### config.mk
export PLATFORM = sky130hd
export DESIGN_NAME = cprm_core
export DESIGN_NICKNAME = d
export VERILOG_FILES = /design/src/rtl/cprm_pkg.sv /design/src/rtl/cprm_regmem.sv /design/src/rtl/cprm_core.sv
export SDC_FILE = /design/constraint.sdc
export NUM_CORES = 2
export LEC_CHECK = 0
export ABC_AREA = 1
export BUFFER_PORTS_ARGS = -buffer_cell sky130_fd_sc_hd__buf_2
export CAP_MARGIN = 10
export CORE_ASPECT_RATIO = 0.8
export CORE_MARGIN = 3
export CORE_UTILIZATION = 35
export DETAILED_ROUTE_END_ITERATION = 10
export GPL_ROUTABILITY_DRIVEN = 0
export PLACE_DENSITY = 0.57
export SETUP_SLACK_MARGIN = 0.02
export SYNTH_ARGS = -nofsm -noshare
export SYNTH_HDL_FRONTEND = slang
export SYNTH_SLANG_ARGS = --single-unit
### constraint.sdc
create_clock -name clk -period 5.2 [get_ports clk]
set_clock_uncertainty 0.2 [all_clocks]
set_input_delay 0.52 -clock clk [delete_from_list [all_inputs] [get_ports clk]]
set_output_delay 0.52 -clock clk [all_outputs]
set_load 0.05 [all_outputs]
### src/rtl/cprm_pkg.sv
package cprm_pkg;

  // ===========================================================================
  // Widths and storage map
  // ===========================================================================
  localparam int          XLEN         = 32;
  localparam int          EXT_ADDR_W   = 24;
  localparam int          MEM_AW       = 5;
  localparam int          MEM_DEPTH    = 32;
  localparam int          LANES        = 4;
  localparam int          FC_W         = 3;
  localparam logic [4:0]  MEM_USP      = 5'h0f;
  localparam logic [4:0]  MEM_SSP      = 5'h10;
  localparam logic [3:0]  IDX_STACK    = 4'hf;
  localparam logic [3:0]  LANE_BYTE    = 4'h1;
  localparam logic [3:0]  LANE_WORD    = 4'h3;
  localparam logic [3:0]  LANE_LONG    = 4'hf;
  localparam int          VEC_SHIFT    = 2;
  localparam int          ADDR_REG_BIT = 3;

  // ===========================================================================
  // Status word layout
  // ===========================================================================
  localparam int           SR_T1_BIT    = 15;
  localparam int           SR_T0_BIT    = 14;
  localparam int           SR_S_BIT     = 13;
  localparam int           SR_IPM_LSB   = 8;
  localparam int           SR_IPM_MSB   = 10;
  localparam int           CCR_MSB      = 7;
  localparam int           SR_Z_BIT     = 2;
  // Implemented bits: both trace bits, the privilege bit, the mask and the five flags.
  localparam logic [15:0]  SR_IMPL      = 16'he71f;
  localparam logic [15:0]  SR_RESET     = 16'h2700;
  localparam logic [31:0]  VBR_RESET    = 32'h0000_0000;
  localparam logic [31:0]  PC_RESET     = 32'h0000_0000;

  // ===========================================================================
  // Function codes
  // ===========================================================================
  localparam logic [2:0]  FC_RESET     = 3'h0;
  localparam logic [2:0]  FC_CPU       = 3'h7;
  localparam logic [1:0]  FC_DATA      = 2'h1;
  localparam logic [1:0]  FC_PROG      = 2'h2;

  // ===========================================================================
  // Command encodings
  // ===========================================================================
  typedef enum logic [3:0] {
    OP_RD_GPR, OP_WR_GPR, OP_BIT, OP_RD_CTL, OP_WR_CTL, OP_RD_CCR, OP_WR_CCR,
    OP_CHECK_INSN, OP_PC_ADV, OP_PC_LOAD, OP_EXC, OP_EXC_DONE, OP_BGND
  } cprm_op_e;

  typedef enum logic [1:0] {SZ_BYTE, SZ_WORD, SZ_LONG, SZ_QUAD} cprm_size_e;
  typedef enum logic [2:0] {CTL_USP, CTL_SSP, CTL_SR, CTL_VBR, CTL_SFC, CTL_DFC} cprm_ctl_e;
  typedef enum logic [1:0] {BIT_TEST, BIT_CHG, BIT_CLR, BIT_SET} cprm_bitop_e;
  typedef enum logic [1:0] {ST_RUN, ST_RMW, ST_QUAD, ST_STOP} cprm_state_e;

  typedef struct packed {
    cprm_op_e    op;
    cprm_size_e  size;
    logic [3:0]  idx;
    logic [3:0]  idx_hi;
    cprm_ctl_e   ctl;
    cprm_bitop_e bitop;
    logic        priv_insn;
    logic [31:0] wdata;
    logic [31:0] wdata_hi;
  } cprm_req_s;

  typedef struct packed {
    logic        valid;
    logic        fault;
    logic [31:0] data;
  } cprm_rsp_s;

  typedef struct packed {
    logic        valid;
    logic        prog;
    logic        cpu;
    logic        alt_src;
    logic        alt_dst;
    logic [31:0] base;
    logic [31:0] disp;
  } cprm_acc_s;

  typedef struct packed {
    logic        valid;
    logic        fault;
    logic [2:0]  fc;
    logic [23:0] addr;
  } cprm_bus_s;

endpackage

### src/rtl/cprm_regmem.sv
`timescale 1ns/1ns
module cprm_regmem
  import cprm_pkg::*;
(
  input  wire logic                    clk,
  input  wire logic                    we,
  input  wire logic [cprm_pkg::LANES-1:0]  be,
  input  wire logic [cprm_pkg::MEM_AW-1:0] waddr,
  input  wire logic [31:0]             wdata,
  input  wire logic [cprm_pkg::MEM_AW-1:0] raddr,
  output logic      [31:0]             rdata_ff
);

  // ===========================================================================
  // Storage with one lane enable per byte
  // ===========================================================================
  // Contents are undefined after reset, as the architecture leaves them.
  // Each lane owns its own array so that no two processes write one variable.
  for (genvar g = 0; g < LANES; g++) begin : g_lane
    logic [7:0] lane_mem [MEM_DEPTH];

    always_ff @(posedge clk) begin
      if (we && be[g]) begin
        lane_mem[waddr] <= wdata[g*8 +: 8];
      end
      rdata_ff[g*8 +: 8] <= lane_mem[raddr];
    end
  end

endmodule

### src/rtl/cprm_core.sv
`timescale 1ns/1ns
module cprm_core
  import cprm_pkg::*;
(
  input  wire logic                  clk,
  input  wire logic                  reset_n,
  input  wire logic                  req_valid,
  input  wire cprm_pkg::cprm_req_s   req,
  output logic                       req_ready,
  output cprm_pkg::cprm_rsp_s        rsp_ff,
  input  wire cprm_pkg::cprm_acc_s   acc,
  output cprm_pkg::cprm_bus_s        bus_ff,
  input  wire logic                  bus_err,
  input  wire logic                  bkpt_hit,
  input  wire logic                  bgnd_enable,
  input  wire logic                  bgnd_resume,
  output logic [15:0]                status_word_ff,
  output logic [31:0]                pc_ff,
  output logic                       supervisor,
  output logic                       halted_ff,
  output logic                       in_background_ff
);

  // ===========================================================================
  // State
  // ===========================================================================
  cprm_state_e  state_ff,        nxt_state;
  logic [31:0]  vbr_ff,          nxt_vbr;
  logic [2:0]   sfc_ff,          nxt_sfc;
  logic [2:0]   dfc_ff,          nxt_dfc;
  logic [15:0]  nxt_status_word;
  logic [31:0]  nxt_pc;
  logic         berr_active_ff,  nxt_berr_active;
  logic         nxt_halted;
  logic         nxt_in_background;
  logic [4:0]   hold_addr_ff,    nxt_hold_addr;
  logic [31:0]  hold_data_ff,    nxt_hold_data;
  cprm_bitop_e  hold_bitop_ff,   nxt_hold_bitop;
  logic         p1_valid_ff,     nxt_p1_valid;
  logic         p1_fault_ff,     nxt_p1_fault;
  logic         p1_mem_ff,       nxt_p1_mem;
  cprm_size_e   p1_size_ff,      nxt_p1_size;
  logic [31:0]  p1_data_ff,      nxt_p1_data;
  cprm_rsp_s    nxt_rsp;
  cprm_bus_s    nxt_bus;

  logic                 mem_we;
  logic [LANES-1:0]     mem_be;
  logic [MEM_AW-1:0]    mem_waddr;
  logic [31:0]          mem_wdata;
  logic [MEM_AW-1:0]    mem_raddr;
  logic [31:0]          mem_rdata_ff;

  logic         take;
  logic         fault;
  logic         user_lvl;
  logic [31:0]  bit_mask;
  logic [31:0]  mem_value;
  logic [31:0]  acc_sum;

  assign supervisor = status_word_ff[SR_S_BIT];
  assign user_lvl   = ~status_word_ff[SR_S_BIT];
  assign req_ready  = (state_ff == ST_RUN);
  assign take       = req_valid && req_ready;

  // Register seven of the address group resolves to the stack pointer of the current level.
  function automatic logic [MEM_AW-1:0] gpr_addr(input logic [3:0] idx, input logic s);
    gpr_addr = {1'b0, idx};
    if (idx == IDX_STACK) begin
      gpr_addr = s ? MEM_SSP : MEM_USP;
    end
  endfunction

  cprm_regmem i_cprm_regmem (
    .clk      (clk),
    .we       (mem_we),
    .be       (mem_be),
    .waddr    (mem_waddr),
    .wdata    (mem_wdata),
    .raddr    (mem_raddr),
    .rdata_ff (mem_rdata_ff)
  );

  // ===========================================================================
  // Privilege check
  // ===========================================================================
  always_comb begin
    fault = 1'b0;
    if (user_lvl) begin
      case (req.op)
        OP_RD_CTL, OP_WR_CTL, OP_EXC_DONE: begin
          fault = 1'b1;
        end
        OP_CHECK_INSN: begin
          fault = req.priv_insn;
        end
        default: begin
          fault = 1'b0;
        end
      endcase
    end
  end

  // ===========================================================================
  // Architectural registers, sequencing and answer pipeline
  // ===========================================================================
  always_comb begin
    bit_mask          = 32'h0000_0001 << hold_data_ff[4:0];
    nxt_state         = state_ff;
    nxt_status_word   = status_word_ff;
    nxt_pc            = pc_ff;
    nxt_vbr           = vbr_ff;
    nxt_sfc           = sfc_ff;
    nxt_dfc           = dfc_ff;
    nxt_berr_active   = berr_active_ff;
    nxt_halted        = halted_ff;
    nxt_in_background = in_background_ff;
    nxt_hold_addr     = hold_addr_ff;
    nxt_hold_data     = hold_data_ff;
    nxt_hold_bitop    = hold_bitop_ff;
    nxt_p1_valid      = take;
    nxt_p1_fault      = take && fault;
    nxt_p1_mem        = 1'b0;
    nxt_p1_size       = SZ_LONG;
    nxt_p1_data       = 32'h0000_0000;
    mem_we            = 1'b0;
    mem_be            = LANE_LONG;
    mem_waddr         = gpr_addr(req.idx, supervisor);
    mem_wdata         = req.wdata;
    mem_raddr         = gpr_addr(req.idx, supervisor);

    if (take && !fault) begin
      case (req.op)
        OP_RD_GPR: begin
          nxt_p1_mem  = 1'b1;
          nxt_p1_size = req.size;
        end
        OP_WR_GPR: begin
          mem_we = 1'b1;
          if (req.idx[ADDR_REG_BIT]) begin
            // Address registers always change whole; a word is sign-extended.
            if (req.size == SZ_WORD) begin
              mem_wdata = {{16{req.wdata[15]}}, req.wdata[15:0]};
            end
          end else if (req.size == SZ_BYTE) begin
            mem_be = LANE_BYTE;
          end else if (req.size == SZ_WORD) begin
            mem_be = LANE_WORD;
          end else if (req.size == SZ_QUAD) begin
            nxt_hold_addr = gpr_addr(req.idx_hi, supervisor);
            nxt_hold_data = req.wdata_hi;
            nxt_state     = ST_QUAD;
          end
        end
        OP_BIT: begin
          nxt_hold_addr  = gpr_addr(req.idx, supervisor);
          nxt_hold_data  = req.wdata;
          nxt_hold_bitop = req.bitop;
          nxt_p1_mem     = 1'b1;
          nxt_state      = ST_RMW;
        end
        OP_RD_CTL: begin
          case (req.ctl)
            CTL_USP: begin
              mem_raddr  = MEM_USP;
              nxt_p1_mem = 1'b1;
            end
            CTL_SSP: begin
              mem_raddr  = MEM_SSP;
              nxt_p1_mem = 1'b1;
            end
            CTL_SR:  nxt_p1_data = {16'h0000, status_word_ff};
            CTL_VBR: nxt_p1_data = vbr_ff;
            CTL_SFC: nxt_p1_data = {29'h0, sfc_ff};
            default: nxt_p1_data = {29'h0, dfc_ff};
          endcase
        end
        OP_WR_CTL: begin
          case (req.ctl)
            CTL_USP: begin
              mem_we    = 1'b1;
              mem_waddr = MEM_USP;
            end
            CTL_SSP: begin
              mem_we    = 1'b1;
              mem_waddr = MEM_SSP;
            end
            CTL_SR:  nxt_status_word = req.wdata[15:0] & SR_IMPL;
            CTL_VBR: nxt_vbr = req.wdata;
            CTL_SFC: nxt_sfc = req.wdata[2:0];
            default: nxt_dfc = req.wdata[2:0];
          endcase
        end
        OP_RD_CCR: begin
          nxt_p1_data = {24'h000000, status_word_ff[CCR_MSB:0]};
        end
        OP_WR_CCR: begin
          nxt_status_word[CCR_MSB:0] = req.wdata[CCR_MSB:0] & SR_IMPL[CCR_MSB:0];
        end
        OP_PC_ADV: begin
          nxt_pc = pc_ff + req.wdata;
        end
        OP_PC_LOAD: begin
          nxt_pc = req.wdata;
        end
        OP_EXC: begin
          // Entry always runs supervised and untraced; the vector address from the base register is answered.
          nxt_p1_data                = vbr_ff + (32'(req.wdata[7:0]) << VEC_SHIFT);
          nxt_status_word[SR_S_BIT]  = 1'b1;
          nxt_status_word[SR_T1_BIT] = 1'b0;
          nxt_status_word[SR_T0_BIT] = 1'b0;
        end
        OP_EXC_DONE: begin
          nxt_status_word = req.wdata[15:0] & SR_IMPL;
          nxt_berr_active = 1'b0;
        end
        OP_BGND: begin
          if (bgnd_enable) begin
            nxt_in_background = 1'b1;
            nxt_state         = ST_STOP;
          end else begin
            nxt_p1_fault = 1'b1;
          end
        end
        default: begin
          nxt_p1_data = 32'h0000_0000;
        end
      endcase
    end

    case (state_ff)
      ST_RMW: begin
        mem_we    = (hold_bitop_ff != BIT_TEST);
        mem_waddr = hold_addr_ff;
        case (hold_bitop_ff)
          BIT_CHG: mem_wdata = mem_rdata_ff ^ bit_mask;
          BIT_CLR: mem_wdata = mem_rdata_ff & ~bit_mask;
          default: mem_wdata = mem_rdata_ff | bit_mask;
        endcase
        nxt_status_word[SR_Z_BIT] = ~|(mem_rdata_ff & bit_mask);
        nxt_state = ST_RUN;
      end
      ST_QUAD: begin
        mem_we    = 1'b1;
        mem_waddr = hold_addr_ff;
        mem_wdata = hold_data_ff;
        nxt_state = ST_RUN;
      end
      ST_STOP: begin
        if (in_background_ff && bgnd_resume) begin
          nxt_in_background = 1'b0;
          nxt_state         = ST_RUN;
        end
      end
      default: begin
        if (bkpt_hit && bgnd_enable) begin
          nxt_in_background = 1'b1;
          nxt_state         = ST_STOP;
        end
      end
    endcase

    // A bus error in the cycle of the return still counts: with berr_active_ff set it stops the core, otherwise the set is applied last.
    if (bus_err) begin
      if (berr_active_ff) begin
        nxt_state = ST_STOP;
        if (bgnd_enable) begin
          nxt_in_background = 1'b1;
        end else begin
          nxt_halted = 1'b1;
        end
      end else begin
        nxt_berr_active = 1'b1;
      end
    end

    mem_value = mem_rdata_ff;
    if (p1_size_ff == SZ_BYTE) begin
      mem_value = {24'h000000, mem_rdata_ff[7:0]};
    end else if (p1_size_ff == SZ_WORD) begin
      mem_value = {{16{mem_rdata_ff[15]}}, mem_rdata_ff[15:0]};
    end
    nxt_rsp.valid = p1_valid_ff;
    nxt_rsp.fault = p1_fault_ff;
    nxt_rsp.data  = p1_mem_ff ? mem_value : p1_data_ff;
  end

  always_ff @(posedge clk or negedge reset_n) begin
    if (!reset_n) begin
      state_ff         <= ST_RUN;
      status_word_ff   <= SR_RESET;
      pc_ff            <= PC_RESET;
      vbr_ff           <= VBR_RESET;
      sfc_ff           <= FC_RESET;
      dfc_ff           <= FC_RESET;
      berr_active_ff   <= 1'b0;
      halted_ff        <= 1'b0;
      in_background_ff <= 1'b0;
      hold_addr_ff     <= '0;
      hold_data_ff     <= '0;
      hold_bitop_ff    <= BIT_TEST;
      p1_valid_ff      <= 1'b0;
      p1_fault_ff      <= 1'b0;
      p1_mem_ff        <= 1'b0;
      p1_size_ff       <= SZ_LONG;
      p1_data_ff       <= '0;
      rsp_ff           <= '0;
    end else begin
      state_ff         <= nxt_state;
      status_word_ff   <= nxt_status_word;
      pc_ff            <= nxt_pc;
      vbr_ff           <= nxt_vbr;
      sfc_ff           <= nxt_sfc;
      dfc_ff           <= nxt_dfc;
      berr_active_ff   <= nxt_berr_active;
      halted_ff        <= nxt_halted;
      in_background_ff <= nxt_in_background;
      hold_addr_ff     <= nxt_hold_addr;
      hold_data_ff     <= nxt_hold_data;
      hold_bitop_ff    <= nxt_hold_bitop;
      p1_valid_ff      <= nxt_p1_valid;
      p1_fault_ff      <= nxt_p1_fault;
      p1_mem_ff        <= nxt_p1_mem;
      p1_size_ff       <= nxt_p1_size;
      p1_data_ff       <= nxt_p1_data;
      rsp_ff           <= nxt_rsp;
    end
  end

  // ===========================================================================
  // Memory access: address and function code
  // ===========================================================================
  // The sum is kept at full width; only the low bits leave the core.
  assign acc_sum = acc.base + acc.disp;

  always_comb begin
    nxt_bus.valid = 1'b0;
    nxt_bus.fault = 1'b0;
    nxt_bus.addr  = acc_sum[EXT_ADDR_W-1:0];
    nxt_bus.fc    = {supervisor, acc.prog ? FC_PROG : FC_DATA};
    if (acc.cpu) begin
      nxt_bus.fc = FC_CPU;
    end else if (acc.alt_src) begin
      nxt_bus.fc = sfc_ff;
    end else if (acc.alt_dst) begin
      nxt_bus.fc = dfc_ff;
    end
    if (acc.valid && state_ff != ST_STOP) begin
      if ((acc.alt_src || acc.alt_dst) && user_lvl) begin
        nxt_bus.fault = 1'b1;
      end else begin
        nxt_bus.valid = 1'b1;
      end
    end
  end

  always_ff @(posedge clk or negedge reset_n) begin
    if (!reset_n) begin
      bus_ff <= '0;
    end else begin
      bus_ff <= nxt_bus;
    end
  end

endmodule

==> impl_metrics.tcl <==
set metrics [dict create \
    status "finished, final reports clean" \
    die_w_um 480 \
    cts_tree "yes" \
    dpl.hpwl_mm 128 \
    route.detailed.vias_per_inst 5.11 \
    critPathCaptureType "flop" \
    p_sw_w 0.0100 \
    netlist.area_leader.share_pct 48.9 \
    wirelength_mm 196 \
    tightest_slew_ns 1.22 \
    r2r_slack_ns 1.08 \
    grt_pass1_wl_mm 288 \
    final_antenna_net_count 0 \
    io_buffer_count 253 \
    rsz0062_at_grt "no" \
    grt_overflow 0 \
    setup_viol 0 \
    path_cells "nand3_1 -> o21bai_1 -> nand2_1 -> nand2_1 -> nand2_1 -> nand2_1 -> nand2_8 -> nand2_8 -> buf_4 -> nand2_1 -> nand3_1 -> nand3_1 -> nand3_1 -> nand2_1 -> nand2_1 -> nand2_1" \
    ys_ff_latch 1281 \
    worstPathMaxFanout 53 \
    synth-edff-count 1024 \
    crit_family "simple AND/OR/NAND/NOR gates" \
    setup_ws_ns 1.08 \
    seq_area_frac_synth_pct 58.9 \
    post_cts_resized 0 \
    endpoint "i_cprm_regmem.rdata_ff[29]" \
    cp_slowest_cell "dfstp_2" \
    reg2reg_from "status_word_ff[13]" \
    dieArea_sq_um 185000 \
    crit_start "status_word_ff[13]" \
    syn_inst 6633 \
    synthTopCellsByArea "edfxtp_1 49%, nand3_1 9.5%, dfrtp_1 8.8%" \
    grt_max_degree 171 \
    clk_pin_slew_ns 0.06 \
    drtIter0Drc 5369 \
    power_w 0.0301 \
    nets 7319 \
    area.growth.synth_to_final_pct 16.3 \
    syn_area_per_cell_sq_um 9.48 \
    grt_use_total_pct 20.6 \
    layout_commonest_cell "nand2_1" \
    max_cap_violations 0 \
    fill_cells 17200 \
    power_frac_clock_pct 31.9 \
    finalMaxSlewViolations 0 \
    power_frac_comb_pct 24.6 \
    io_pins 275 \
    hold_path.class "in -> reg" \
    ys.flop_type "edfxtp_1" \
    cts_sinks 1281 \
    num_vias 48400 \
    cp_num_buf_inv 1 \
    htree_levels 4 \
    slew_headroom_pct 18.3 \
    switching_share_pct 33.3 \
    yosys_warnings 0 \
    post-route-min-period_ns 4.12 \
    p_int_w 0.0201 \
    finalHoldViolCount 0 \
    dp_worst_setup_slack_ns 1.11 \
    wl_per_cell_um 20.7 \
    cp.depth 16 \
    rows 138 \
    drc 0 \
    grt_pass1_vias 44600 \
    rr_endpoint "i_cprm_regmem.rdata_ff[29]" \
    die_h_um 385 \
    cp-start-kind "flop" \
    leakage_nw 31.7 \
    synth_cell_types 59 \
    syn_area_sq_um 62900 \
    worstSetupPathType "reg -> reg" \
    clk_path_buf_depth 3 \
    crit_required_ns 5.64 \
    core_sq_um 178000 \
    r2r_cells 16 \
    powerDensity_nw_per_um2 412 \
    final_cell_mix "1266 x nand2_1, 1205 x inv_1, 1198 x nand3_1" \
    max_freq_ghz 0.243 \
    synth_top_cell_by_area "edfxtp_1" \
    clkLatencyLatePin_ns 0.77 \
    dr.pass1.iters 8 \
    grt_antenna_before_repair 9 \
    initial_core_util_pct 35.4 \
    root_buffer "clkbuf_16" \
    cp.arrival_ns 4.56 \
    cp_common_cell "nand2_1" \
    numCtsBuffers 130 \
    fin_crit_sh_pct 79.2 \
    async_reset_ff_share_pct 17.6 \
    critical_path.max_stage_delay_ns 0.61 \
    seqPwrFrac_pct 43.5 \
    drive_above_1_share_pct 10.1 \
    finalSetupTns_ns 0 \
    ir_worst_vdd_mv 0.351 \
]
## stage by stage
stage	utilization, %	hold WS [ns]	std cells	instance area [sq um]
2_1_floorplan	-	0.0244	6637	62900
3_3_place_gp	38.0	0.137	9107	67500
3_5_place_dp	38.0	0.143	9107	67500
4_1_cts	41.1	0.00873	9475	73100
5_1_grt	41.2	0.0284	9481	73100
6_report	41.2	0.0337	9484	73100
## registers in the layout, summed over array words and instances (netlist names), 2 cells and up
register and count:
i_cprm_regmem.g_lane.lane_mem 1024, rsp_ff 34, hold_data_ff 32, i_cprm_regmem.rdata_ff 32, p1_data_ff 32, pc_ff 32, vbr_ff 32, bus_ff 29
status_word_ff 11, hold_addr_ff 5, dfc_ff 3, sfc_ff 3, hold_bitop_ff 2, p1_size_ff 2, state_ff 2
## worst register-to-register path, cell delays in order (launching register included)
cell and delay (ns):
dfstp_2 0.61, nand3_1 0.12, o21bai_1 0.55, nand2_1 0.11
nand2_1 0.11, nand2_1 0.05, nand2_1 0.16, nand2_8 0.21
nand2_8 0.47, buf_4 0.44, nand2_1 0.11, nand3_1 0.09
nand3_1 0.08, nand3_1 0.15, nand2_1 0.25, nand2_1 0.16
nand2_1 0.11
## worst min-delay path by stage
stage | from | to | slack (ns) | cells after the start
floorplan | reset_n | berr_active_ff | 0.02 | 0
global placement | p1_fault_ff | rsp_ff[32] | 0.14 | 0
detailed placement | p1_fault_ff | rsp_ff[32] | 0.14 | 0
CTS | req[76] | hold_addr_ff[2] | 0.009 | 5
global route | req[63] | vbr_ff[31] | 0.03 | 3
finish | req[63] | vbr_ff[31] | 0.03 | 3
## layer usage
layer  routed length (um)  track usage, %
met1                89200            30.5
met2                84900            30.3
met3                17100            4.36
met4                 4740            5.51
met5                    0               0
## power by group through the flow
stage | Combinational [W] | Sequential, W | Clock [W]
after global placement | 0.00711 | 0.0133 | 0
final | 0.00742 | 0.0131 | 0.00963
after global routing | 0.00799 | 0.0131 | 0.0102
after detailed placement | 0.00722 | 0.0133 | 0
after CTS | 0.00734 | 0.0131 | 0.00980
after floorplan | 0.00364 | 0.0138 | 0
## synthesized netlist by cell type (all sizes together) (2+ instances only)
cell type / number
nand2: 1275
o21bai: 8
o32ai: 2
o21ai: 245
clkinv: 4
a22o: 3
o2111ai: 2
dfxtp: 32
a31oi: 5
a221oi: 43
o21a: 4
edfxtp: 1024
a21boi: 2
o22ai: 25
inv: 1225
nor4: 14
or2: 5
dfrtp: 220
clkbuf: 131
o211ai: 44
nand3b: 132
fa: 3
dfstp: 5
buf: 216
a21o: 10
ha: 165
xor2: 24
a22oi: 3
xnor2: 11
nor2: 265
nand3: 1199
o22a: 16
a21oi: 148
o221a: 2
a211oi: 32
a2bb2oi: 23
nand4: 15
nor3: 44
## cells by family (layout without fill, tap and decap cells)
family	after synthesis	after routing	share of synthesized area, %
adder cells (fa/ha/maj)	168	168	3.38
other	1	14	0.00596
flip-flops	1281	1281	58.9
AO/OA/AOI/OAI	621	621	6.02
buffers and inverters	1576	2034	10.1
XOR/XNOR	35	35	0.488
AND/OR/NAND/NOR	2951	2951	21.2
## area by class of cell
type	instances	area, sq um	area share (%)
multi-input combinational	3780	19900	27.3
clock buffer	166	3520	4.82
inverter	1229	4620	6.32
clock inverter	70	778	1.06
antenna	9	22.5	0.0308
timing repair buffer	569	4230	5.78
sequential	1281	37000	50.6
tap	2380	2980	4.07
## timing repair
item,4_1_cts,5_1_grt
buffers inserted,0,0
hold endpoints to repair,176,0
hold buffers,132,0
Power figures use the tool's default switching activity.
